**config.mk**
```make
export PLATFORM = sky130hd
export DESIGN_NAME = irq_power_reset_control
export DESIGN_NICKNAME = d
export VERILOG_FILES = /design/src/hdl/irq_power_pkg.sv /design/src/hdl/irq_power_reset_control.sv
export SDC_FILE = /design/constraint.sdc
export NUM_CORES = 1
export LEC_CHECK = 0
export BUFFER_PORTS_ARGS = -buffer_cell sky130_fd_sc_hd__clkbuf_2
export CORE_MARGIN = 4
export CORE_UTILIZATION = 54
export DETAILED_ROUTE_END_ITERATION = 7
export MAX_ROUTING_LAYER = met4
export PLACE_DENSITY_LB_ADDON = 0.2
export SKIP_LAST_GASP = 1
export SLEW_MARGIN = 25
export SYNTH_ARGS = -nofsm -noshare
export SYNTH_HDL_FRONTEND = slang
export SYNTH_SLANG_ARGS = --single-unit
```
**constraint.sdc**
```tcl
create_clock -name clk -period 2.65 [get_ports clk]
set_clock_uncertainty 0.05 [all_clocks]
set_input_delay 0.795 -clock clk [delete_from_list [all_inputs] [get_ports clk]]
set_output_delay 0.795 -clock clk [all_outputs]
set_load 0.005 [all_outputs]
```
**src/hdl/irq_power_pkg.sv**
```systemverilog
// package: constants, types and field layouts for the interrupt, sleep and reset controller
package irq_power_pkg;
   // ---------------------------------------------------------------
   // bus map (byte addresses)
   // ---------------------------------------------------------------
   localparam logic [7:0] ADDR_POWER = 8'h00; // power_control_reg
   localparam logic [7:0] ADDR_ENABLE = 8'h04; // irq_enable_reg
   localparam logic [7:0] ADDR_LEVEL = 8'h08; // irq_level_reg
   localparam logic [7:0] ADDR_TIMER_CTL = 8'h0C; // timer_control_reg
   localparam logic [7:0] ADDR_SERIAL_CTL = 8'h10; // serial_control_reg
   localparam logic [7:0] ADDR_TIMER2_CTL = 8'h14; // timer_two_control_reg
   localparam logic [7:0] ADDR_STATUS = 8'h18; // state and active level, read only
   // ---------------------------------------------------------------
   // field positions
   // ---------------------------------------------------------------
   localparam int IDLE_BIT = 0;
   localparam int POWER_DOWN_BIT = 1;
   localparam int GLOBAL_EN_BIT = 7;
   localparam int EXT0_FLAG_BIT = 1;
   localparam int EXT0_TYPE_BIT = 0;
   localparam int EXT1_FLAG_BIT = 3;
   localparam int EXT1_TYPE_BIT = 2;
   localparam int T0_FLAG_BIT = 5;
   localparam int T1_FLAG_BIT = 7;
   localparam int RX_BIT = 0;
   localparam int TX_BIT = 1;
   localparam int T2_FLAG_BIT = 7;
   // ---------------------------------------------------------------
   // reset values and misc
   // ---------------------------------------------------------------
   localparam logic [7:0] REG_RESET = 8'h00;
   localparam logic [7:0] LEVEL_READ_ONE = 8'h80; // level reg bit 7 reads as one
   localparam logic [7:0] PORT_RESET = 8'hFF;
   localparam logic [7:0] STACK_RESET = 8'h07;
   localparam int NUM_SRC = 6;
   localparam int RST_MIN_CYCLES = 4;
   localparam int STROBE_HOLD_CYCLES = 205;
   localparam logic [1:0] RESP_OKAY = 2'b00;
   localparam logic [1:0] RESP_SLVERR = 2'b10;
   // vectors in natural priority order
   localparam logic [7:0] VEC_EXT0 = 8'h03;
   localparam logic [7:0] VEC_T0 = 8'h0B;
   localparam logic [7:0] VEC_EXT1 = 8'h13;
   localparam logic [7:0] VEC_T1 = 8'h1B;
   localparam logic [7:0] VEC_SERIAL = 8'h23;
   localparam logic [7:0] VEC_T2 = 8'h2B;

   typedef enum logic [1:0] {
      RUN = 2'b00,
      IDLE = 2'b01,
      POWER_DOWN = 2'b10
   } power_state_t;

   // request from controller to core
   typedef struct packed {
      logic valid;
      logic [7:0] vector;
      logic [2:0] source;
   } vector_req_t;

   // peripheral event inputs (one-cycle set pulses)
   typedef struct packed {
      logic t0Ovf;
      logic t1Ovf;
      logic t2Ovf;
      logic txDone;
      logic rxDone;
   } periph_events_t;
endpackage

```
**src/hdl/irq_power_reset_control.sv**
```systemverilog
// interrupt control, idle, power-down and reset sequencing with an AXI4-Lite register port
`timescale 1ns/100ps
// ---------------------------------------------------------------
// Overview of operation
// - idle bit halts core, peripherals keep running
// - enabled interrupt in idle clears idle bit
// - after return, resume after idle-setting instruction
// - external reset also ends idle
// - power-down bit stops clock, state retained
// - only reset exits power-down; RAM kept
// - reset recognised after four sampled high cycles
// - strobes high in reset, 205 cycles after
// - registers clear; ports FFH, stack 07H
// - vector to fixed address, return resumes
// - low preempted by high only; high never
// - finish instruction; one more after return/write
// - global enable masks all, else per-source enables
// - assigned level beats natural priority
// - same level resolved by natural priority
// - fixed vectors 03,0B,13,1B,23,2B
// - timer flags clear on vectoring
// - type bit: falling edge or low level
// ---------------------------------------------------------------
module irq_power_reset_control
   import irq_power_pkg::*;
#(
   parameter int STROBE_HOLD = STROBE_HOLD_CYCLES
) (
   input wire logic clk,
   input wire logic rst_n,
   input wire logic resetPin, // active-high external reset pin, asynchronous
   input wire logic ext_irq_zero_n, // external pin, active low
   input wire logic ext_irq_one_n, // external pin, active low
   input wire periph_events_t events, // same-clock peripheral set pulses
   input wire logic instrDone, // core finished an instruction
   input wire logic instrIsReturn, // finished instruction was return_from_interrupt
   input wire logic vectorAck, // core took the offered vector
   output vector_req_t vectorReq, // vector offered to core
   output logic coreHalt, // core frozen (idle or power-down)
   output logic clockStop, // oscillator gate for power-down
   output logic coreReset, // internal reset to core and registers
   output logic strobeHigh, // strobes and ports forced high
   output logic [7:0] portReset, // port latch reset value
   output logic [7:0] stackReset, // stack pointer reset value
   // AXI4-Lite slave
   input wire logic [7:0] s_axi_awaddr,
   input wire logic s_axi_awvalid,
   output logic s_axi_awready,
   input wire logic [31:0] s_axi_wdata,
   input wire logic [3:0] s_axi_wstrb,
   input wire logic s_axi_wvalid,
   output logic s_axi_wready,
   output logic [1:0] s_axi_bresp,
   output logic s_axi_bvalid,
   input wire logic s_axi_bready,
   input wire logic [7:0] s_axi_araddr,
   input wire logic s_axi_arvalid,
   output logic s_axi_arready,
   output logic [31:0] s_axi_rdata,
   output logic [1:0] s_axi_rresp,
   output logic s_axi_rvalid,
   input wire logic s_axi_rready
);
   // ---------------------------------------------------------------
   // pin synchronisers
   // ---------------------------------------------------------------
   logic [1:0] rstSync; // reset pin sync pair
   logic [1:0] ext0Sync; // ext0 pin sync pair
   logic [1:0] ext1Sync; // ext1 pin sync pair
   logic ext0Prev; // previous synced level, for edge detect
   logic ext1Prev;
   always_ff @(posedge clk or negedge rst_n) begin
      if (!rst_n) begin
         rstSync <= 2'b00;
         ext0Sync <= 2'b11;
         ext1Sync <= 2'b11;
         ext0Prev <= 1'b1;
         ext1Prev <= 1'b1;
      end else begin
         rstSync <= {rstSync[0], resetPin};
         ext0Sync <= {ext0Sync[0], ext_irq_zero_n};
         ext1Sync <= {ext1Sync[0], ext_irq_one_n};
         ext0Prev <= ext0Sync[1];
         ext1Prev <= ext1Sync[1];
      end
   end

   // ---------------------------------------------------------------
   // reset recognition and strobe hold
   // ---------------------------------------------------------------
   logic [2:0] rstCount; // consecutive high samples
   logic [8:0] holdCount; // cycles left with strobes held
   logic next_coreReset;
   assign next_coreReset = (rstCount == 3'(RST_MIN_CYCLES - 1)) && rstSync[1];
   always_ff @(posedge clk or negedge rst_n) begin
      if (!rst_n) begin
         rstCount <= 3'd0;
         coreReset <= 1'b1;
      end else if (!rstSync[1]) begin
         rstCount <= 3'd0;
         coreReset <= 1'b0;
      end else if (next_coreReset) begin
         coreReset <= 1'b1;
      end else begin
         rstCount <= rstCount + 3'd1;
      end
   end
   always_ff @(posedge clk or negedge rst_n) begin
      if (!rst_n) begin
         holdCount <= 9'(STROBE_HOLD);
      end else if (coreReset) begin
         holdCount <= 9'(STROBE_HOLD);
      end else if (holdCount != 9'd0) begin
         holdCount <= holdCount - 9'd1;
      end
   end
   assign strobeHigh = coreReset || (holdCount != 9'd0);
   assign portReset = PORT_RESET;
   assign stackReset = STACK_RESET;

   // ---------------------------------------------------------------
   // registers
   // ---------------------------------------------------------------
   logic [7:0] power_control_reg;
   logic [7:0] irq_enable_reg;
   logic [7:0] irq_level_reg;
   logic [7:0] timer_control_reg;
   logic [7:0] serial_control_reg;
   logic [7:0] timer_two_control_reg;
   power_state_t powerState;
   logic [1:0] activeLevels; // bit1 high-level in service, bit0 low-level
   logic extraWait; // one more instruction before vectoring
   logic wrFire; // register write this cycle
   logic [7:0] wrAddr;
   logic [7:0] wrData;
   logic [NUM_SRC-1:0] pending; // per-source request
   logic [NUM_SRC-1:0] levelOf; // per-source assigned level
   logic [NUM_SRC-1:0] enableOf; // per-source enable
   logic take; // vector taken by core
   logic [2:0] takeSrc;

   // source order = natural priority: ext0,t0,ext1,t1,serial,t2
   assign pending = {timer_two_control_reg[T2_FLAG_BIT],
      serial_control_reg[RX_BIT] | serial_control_reg[TX_BIT],
      timer_control_reg[T1_FLAG_BIT], timer_control_reg[EXT1_FLAG_BIT],
      timer_control_reg[T0_FLAG_BIT], timer_control_reg[EXT0_FLAG_BIT]};
   assign levelOf = irq_level_reg[NUM_SRC-1:0];
   assign enableOf = irq_enable_reg[NUM_SRC-1:0];
   assign take = vectorReq.valid && vectorAck;
   assign takeSrc = vectorReq.source;

   // edge/level capture for external pins
   logic ext0Set;
   logic ext1Set;
   assign ext0Set = timer_control_reg[EXT0_TYPE_BIT] ? (ext0Prev && !ext0Sync[1]) : !ext0Sync[1];
   assign ext1Set = timer_control_reg[EXT1_TYPE_BIT] ? (ext1Prev && !ext1Sync[1]) : !ext1Sync[1];

   // timer/control flags: hardware set wins over software or vector clear
   always_ff @(posedge clk or negedge rst_n) begin
      if (!rst_n) begin
         timer_control_reg <= REG_RESET;
         serial_control_reg <= REG_RESET;
         timer_two_control_reg <= REG_RESET;
      end else if (coreReset) begin
         timer_control_reg <= REG_RESET;
         serial_control_reg <= REG_RESET;
         timer_two_control_reg <= REG_RESET;
      end else if (!clockStop) begin
         if (wrFire && wrAddr == ADDR_TIMER_CTL) begin
            timer_control_reg <= wrData;
         end else if (take) begin
            if (takeSrc == 3'd0 && timer_control_reg[EXT0_TYPE_BIT]) timer_control_reg[EXT0_FLAG_BIT] <= 1'b0;
            if (takeSrc == 3'd1) timer_control_reg[T0_FLAG_BIT] <= 1'b0;
            if (takeSrc == 3'd2 && timer_control_reg[EXT1_TYPE_BIT]) timer_control_reg[EXT1_FLAG_BIT] <= 1'b0;
            if (takeSrc == 3'd3) timer_control_reg[T1_FLAG_BIT] <= 1'b0;
         end
         // level mode follows pin; edge mode set-only
         if (!timer_control_reg[EXT0_TYPE_BIT]) timer_control_reg[EXT0_FLAG_BIT] <= ext0Set;
         else if (ext0Set) timer_control_reg[EXT0_FLAG_BIT] <= 1'b1;
         if (!timer_control_reg[EXT1_TYPE_BIT]) timer_control_reg[EXT1_FLAG_BIT] <= ext1Set;
         else if (ext1Set) timer_control_reg[EXT1_FLAG_BIT] <= 1'b1;
         if (events.t0Ovf) timer_control_reg[T0_FLAG_BIT] <= 1'b1;
         if (events.t1Ovf) timer_control_reg[T1_FLAG_BIT] <= 1'b1;
         if (wrFire && wrAddr == ADDR_SERIAL_CTL) serial_control_reg <= wrData;
         if (events.rxDone) serial_control_reg[RX_BIT] <= 1'b1;
         if (events.txDone) serial_control_reg[TX_BIT] <= 1'b1;
         if (wrFire && wrAddr == ADDR_TIMER2_CTL) timer_two_control_reg <= wrData;
         else if (take && takeSrc == 3'd5) timer_two_control_reg[T2_FLAG_BIT] <= 1'b0;
         if (events.t2Ovf) timer_two_control_reg[T2_FLAG_BIT] <= 1'b1;
      end
   end

   // enable and level registers; a write to either delays vectoring
   always_ff @(posedge clk or negedge rst_n) begin
      if (!rst_n) begin
         irq_enable_reg <= REG_RESET;
         irq_level_reg <= REG_RESET;
      end else if (coreReset) begin
         irq_enable_reg <= REG_RESET;
         irq_level_reg <= REG_RESET;
      end else if (wrFire && !clockStop) begin
         if (wrAddr == ADDR_ENABLE) irq_enable_reg <= wrData;
         else if (wrAddr == ADDR_LEVEL) irq_level_reg <= wrData;
      end
   end

   // ---------------------------------------------------------------
   // arbitration: level first, then natural order
   // ---------------------------------------------------------------
   logic [NUM_SRC-1:0] eligible;
   logic [NUM_SRC-1:0] highReq;
   logic [NUM_SRC-1:0] pickSet;
   logic found;
   logic [2:0] pick;
   logic pickHigh;
   assign eligible = irq_enable_reg[GLOBAL_EN_BIT] ? (pending & enableOf) : '0;
   assign highReq = eligible & levelOf;
   assign pickSet = (highReq != '0) ? highReq : eligible;
   always_comb begin
      found = 1'b0;
      pick = 3'd0;
      for (int i = NUM_SRC - 1; i >= 0; i--) begin
         if (pickSet[i]) begin
            found = 1'b1;
            pick = 3'(i);
         end
      end
   end
   assign pickHigh = levelOf[pick];
   // nesting: none while high active, only high over low
   logic allowed;
   assign allowed = found && !activeLevels[1] && (pickHigh || !activeLevels[0]);

   function automatic logic [7:0] vecOf(input logic [2:0] s);
      case (s)
         3'd0: vecOf = VEC_EXT0;
         3'd1: vecOf = VEC_T0;
         3'd2: vecOf = VEC_EXT1;
         3'd3: vecOf = VEC_T1;
         3'd4: vecOf = VEC_SERIAL;
         default: vecOf = VEC_T2;
      endcase
   endfunction

   // offer held until acknowledged, reset or power-down; only at an instruction boundary or in idle
   always_ff @(posedge clk or negedge rst_n) begin
      if (!rst_n) begin
         vectorReq <= '0;
      end else if (coreReset || clockStop) begin
         vectorReq <= '0;
      end else if (take) begin
         vectorReq <= '0;
      end else if (!vectorReq.valid && allowed && !extraWait && (instrDone || powerState == IDLE)) begin
         vectorReq <= {1'b1, vecOf(pick), pick};
      end
   end

   // one extra instruction after return or enable/level write
   always_ff @(posedge clk or negedge rst_n) begin
      if (!rst_n) begin
         extraWait <= 1'b0;
      end else if (coreReset) begin
         extraWait <= 1'b0;
      end else if ((instrDone && instrIsReturn) || (wrFire && (wrAddr == ADDR_ENABLE || wrAddr == ADDR_LEVEL))) begin
         extraWait <= 1'b1;
      end else if (instrDone) begin
         extraWait <= 1'b0;
      end
   end

   // in-service levels; return pops the highest
   always_ff @(posedge clk or negedge rst_n) begin
      if (!rst_n) begin
         activeLevels <= 2'b00;
      end else if (coreReset) begin
         activeLevels <= 2'b00;
      end else if (take) begin
         activeLevels[levelOf[takeSrc]] <= 1'b1;
      end else if (instrDone && instrIsReturn) begin
         if (activeLevels[1]) activeLevels[1] <= 1'b0;
         else activeLevels[0] <= 1'b0;
      end
   end

   // ---------------------------------------------------------------
   // power control and sleep state
   // ---------------------------------------------------------------
   always_ff @(posedge clk or negedge rst_n) begin
      if (!rst_n) begin
         power_control_reg <= REG_RESET;
         powerState <= RUN;
      end else if (coreReset) begin
         power_control_reg <= REG_RESET;
         powerState <= RUN;
      end else begin
         case (powerState)
            RUN: begin
               if (wrFire && wrAddr == ADDR_POWER) power_control_reg <= wrData;
               // mode entered after the writing instruction completes
               if (instrDone && power_control_reg[POWER_DOWN_BIT]) powerState <= POWER_DOWN;
               else if (instrDone && power_control_reg[IDLE_BIT]) powerState <= IDLE;
            end
            IDLE: begin
               if (wrFire && wrAddr == ADDR_POWER) power_control_reg <= wrData;
               if (eligible != '0) begin
                  power_control_reg[IDLE_BIT] <= 1'b0;
                  powerState <= RUN; // core resumes its saved next PC after return
               end
            end
            POWER_DOWN: begin
               powerState <= POWER_DOWN; // nothing but reset leaves
            end
            default: powerState <= RUN;
         endcase
      end
   end
   assign coreHalt = (powerState != RUN);
   assign clockStop = (powerState == POWER_DOWN);

   // ---------------------------------------------------------------
   // AXI4-Lite slave
   // ---------------------------------------------------------------
   logic awHeld;
   logic wHeld;
   logic [7:0] awAddrQ;
   logic [7:0] wDataQ;
   assign s_axi_awready = !awHeld && !s_axi_bvalid;
   assign s_axi_wready = !wHeld && !s_axi_bvalid;
   assign wrFire = awHeld && wHeld && !s_axi_bvalid;
   assign wrAddr = awAddrQ;
   assign wrData = wDataQ;
   always_ff @(posedge clk or negedge rst_n) begin
      if (!rst_n) begin
         awHeld <= 1'b0;
         wHeld <= 1'b0;
         awAddrQ <= 8'h00;
         wDataQ <= 8'h00;
         s_axi_bvalid <= 1'b0;
         s_axi_bresp <= RESP_OKAY;
      end else begin
         if (s_axi_awvalid && s_axi_awready) begin
            awHeld <= 1'b1;
            awAddrQ <= s_axi_awaddr;
         end
         if (s_axi_wvalid && s_axi_wready) begin
            wHeld <= 1'b1;
            wDataQ <= s_axi_wstrb[0] ? s_axi_wdata[7:0] : 8'h00;
         end
         if (wrFire) begin
            awHeld <= 1'b0;
            wHeld <= 1'b0;
            s_axi_bvalid <= 1'b1;
            s_axi_bresp <= (awAddrQ <= ADDR_TIMER2_CTL && awAddrQ[1:0] == 2'b00) ? RESP_OKAY : RESP_SLVERR;
         end else if (s_axi_bready) begin
            s_axi_bvalid <= 1'b0;
         end
      end
   end
   assign s_axi_arready = !s_axi_rvalid;
   always_ff @(posedge clk or negedge rst_n) begin
      if (!rst_n) begin
         s_axi_rvalid <= 1'b0;
         s_axi_rdata <= 32'h0000_0000;
         s_axi_rresp <= RESP_OKAY;
      end else if (s_axi_arvalid && s_axi_arready) begin
         s_axi_rvalid <= 1'b1;
         s_axi_rresp <= RESP_OKAY;
         if (s_axi_araddr == ADDR_POWER) s_axi_rdata <= {24'h0, power_control_reg};
         else if (s_axi_araddr == ADDR_ENABLE) s_axi_rdata <= {24'h0, irq_enable_reg};
         else if (s_axi_araddr == ADDR_LEVEL) s_axi_rdata <= {24'h0, irq_level_reg | LEVEL_READ_ONE};
         else if (s_axi_araddr == ADDR_TIMER_CTL) s_axi_rdata <= {24'h0, timer_control_reg};
         else if (s_axi_araddr == ADDR_SERIAL_CTL) s_axi_rdata <= {24'h0, serial_control_reg};
         else if (s_axi_araddr == ADDR_TIMER2_CTL) s_axi_rdata <= {24'h0, timer_two_control_reg};
         else if (s_axi_araddr == ADDR_STATUS) s_axi_rdata <= {26'h0, activeLevels, 2'b00, powerState};
         else begin
            s_axi_rdata <= 32'h0000_0000;
            s_axi_rresp <= RESP_SLVERR;
         end
      end else if (s_axi_rready) begin
         s_axi_rvalid <= 1'b0;
      end
   end
endmodule // irq_power_reset_control
```
==> reports/results.tsv <==
stage	metric	value	unit
status	status	complete, no violations	
synthesis	Cells after Synth	553	
global_route	GRT Util Overall	23.04	%
worst_setup_path	Setup crit end kind	output port	
global_route	first-pass GRT wire length	22470	um
cells_and_area	layout cell share with drive strength beyond 1	28.46	%
placed_design	HPWL after detailed placement	10390	um
cells_and_area	Final nets	725	
cells_and_area	multi-input logic area	0.002675	mm^2
placed_design	port buffer count	70	
drt	Residual DRC	0	
synthesis	post-synth top area share	42.96	%
cells_and_area	max reg flops	9	
cells_and_area	commonest non-fill, non-tap cell in the layout	dfrtp_1	
pwr	Int Power	3442	uW
clocking	CTS max path bufs	2	
pwr	Power Total	5482	uW
cells_and_area	post-layout util	62.72	%
drt	WL final	13550	um
floorplanning	die area	0.01228	mm^2
synthesis	Mean Syn Cell Area	10.32	um^2
pwr	switch share	37.21	%
global_route	largest net degree at the start of global routing	42	
synthesis	leading area contributor after synthesis	dfrtp_1	
worst_setup_path	WP data arrival	1.78	ns
synthesis	Syn Std Cell Area	0.005708	mm^2
sta	Worst-Margin Slew	0.7501	ns
synthesis	register area share after synthesis	48.49	%
drt	via count	4541	
synthesis	fraction of registers with async set or reset after synthesis	100.0	%
pwr	pwr dens	846.6	mW/mm^2
global_route	GRT Residual Overflow	0	
sta	Fmax	381.1	MHz
worst_setup_path	CP startpoint kind	flip-flop	
floorplanning	IO Count	143	
cells_and_area	Most flops, register	holdCount	
synthesis	Seq cells post-synth	110	
pwr	Switch Pwr	2040	uW
floorplanning	Core Rows	37	
floorplanning	die width	110.8	um
pwr	Logic pwr share	32.1	%
drt	vias per cell	5.726	
flow_run	maxcap violations	0	
drt	Initial DRT Pass Iterations	6	
clocking	cts bufs inserted	9	
clocking	CTS Sinks	110	
sta	setup tns final	0	ns
synthesis	top_reg_cell synth	dfrtp_1	
sta	period utilization	99.03	%
sta	final hold slack	0.3105	ns
sta	min Tclk post-route	2.624	ns
sta	Hold Fails Final Rpt	0	
sta	RSZ-0062 raised after global routing	true	
synthesis	Post-synth EDFFs	0	
drt	WL/cell	17.08	um
placed_design	Placer Congestion	0.9381	
sta	fin worst setup slack	0.02578	ns
worst_setup_path	crit-path max FO	5	
synthesis	Unique masters post-synth	64	
drt	Iteration-0 DRC Markers	346	
global_route	initial antenna violation count	0	
worst_hold_path	HP Class	reg -> reg	
pwr	part of the power in registers	51.4	%
clocking	root buffer cell	clkbuf_8	
drt	Routed Antenna Nets	0	
clocking	Clock Pin Slew Worst Setup and Hold Paths	0.09	ns
clocking	# H-tree levels	3	
sta	Max-slew headroom	49.88	%
cells_and_area	commonest non-fill, non-tap cells in the layout	dfrtp_1 (97), clkbuf_2 (69), nand2_1 (60), conb_1 (45), nor2_1 (41)	
clocking	hold_buf cts	0	
worst_setup_path	Worst EP required	1.81	ns
pwr	clock network fraction of total power	16.5	%
pwr	LEAKAGE	0.003150	uW
global_route	vias in the first global route	4488	
placed_design	Post-Place Worst Slack	0.04947	ns
floorplanning	core area	0.01032	mm^2
clocking	worst-skew pair later-pin latency	0.37	ns
pwr	maximum vdd drop	0.4858	mV
floorplanning	Initial Util	55.29	%
cells_and_area	flip-flop and latch area	0.002769	mm^2
cells_and_area	Area Overhead vs Synth	13.44	%
sta	Final Max Slew Viols	0	
synthesis	Synthesis Warnings	0	
floorplanning	die span in y	110.8	um
clocking	CTS tree	yes	
worst_setup_path	critical path type	reg -> out	
synthesis	Synth area leaders	dfrtp_1 (43%), mux2_2 (6.5%), buf_4 (6.2%)	
sta	# setup viols final	0	
cells_and_area	Fillers	886	
cells_and_area	Ant. Diodes	0	
## worst max-delay path: stages, from the launching register on
cell      delay (ns)
dfrtp_1         0.45
or4_4           0.52
nor4_4          0.25
nand2b_1        0.08
clkbuf_2        0.11
## through the flow
| step | instance area, um^2 | cells |
|---|---|---|
| after global placement | 6241 | 772 |
| after detailed placement | 6241 | 772 |
| after CTS | 6429 | 789 |
| after global routing | 6475 | 793 |
| final | 6475 | 793 |
| after floorplan | 5869 | 596 |
## final timing paths
path	from	end	slack [ns]	depth (start not counted)
worst max-delay path	holdCount[4]	strobeHigh	0.03	4
worst min-delay path	ext0Sync[0]	ext0Sync[1]	0.31	0
worst max register to register	serial_control_reg[1]	takeSrc[1]	0.16	10
worst min register to register	ext0Sync[0]	ext0Sync[1]	0.31	0
max in group asynchronous	rst_n	holdCount[3]	1.53	2
min in group asynchronous	rst_n	takeSrc[1]	0.36	1
## layer usage
layer	GRT usage (%)	share of wire, %	up-vias
met5	-	0	-
met4	6.650	2.1	0
met3	3.985	6.4	26
met2	36.65	47	188
met1	30.65	44	2226
li1	-	-	2101
## synthesized netlist by cell type (all sizes together) (2+ instances only)
library cell	count
a31oi	11
mux2i	20
xnor2	4
o211ai	8
nor3	11
ha	3
a22oi	7
or2	5
dfrtp	98
nor3b	4
dfstp	12
nand2b	10
o31ai	3
and2	3
nand4b	2
nand4	8
nor4	7
nand3	5
conb	2
nor2b	14
o21ai	32
a21oi	20
a222oi	4
a21o	4
or4	4
a211oi	6
nor2	42
inv	12
buf	51
a221oi	10
mux2	33
nand2	60
clkbuf	10
and3	4
o211a	2
o21a	3
o22ai	2
## what timing repair did
action	CTS	global route
gates resized for setup	2	3
pin swaps	0	2
setup endpoints to repair	1	8
cloned	0	0
buffers inserted	1	4
## kinds of logic (layout without fill, tap and decap cells)
logic type	after synthesis	in the layout	synth area share [%]
AO/OA/AOI/OAI	123	123	15.13
XOR/XNOR	5	5	0.7672
adder cells (fa/ha/maj)	3	3	0.6577
buffers and inverters	73	134	8.067
flip-flops	110	110	48.49
multiplexers	54	54	10.41
other	2	45	0.1316
AND/OR/NAND/NOR	183	183	16.35
## power by group through the flow
stage                     combinational (uW)  sequential (uW)  clock, uW
after global placement                  1650             2810          0
after detailed placement                1710             2830          0
after floorplan                         1250             2620          0
after global routing                    1980             2900        989
final                                   1760             2820        903
after CTS                               1730             2800        920
## final cells by class
cell class,instances,area share (%)
tap,136,2.628
inverter,12,0.6957
timing repair buffer,106,10.01
clock buffer,13,2.300
clock inverter,3,0.2899
sequential,110,42.76
multi-input combinational,413,41.31
Power figures use the tool's default switching activity.
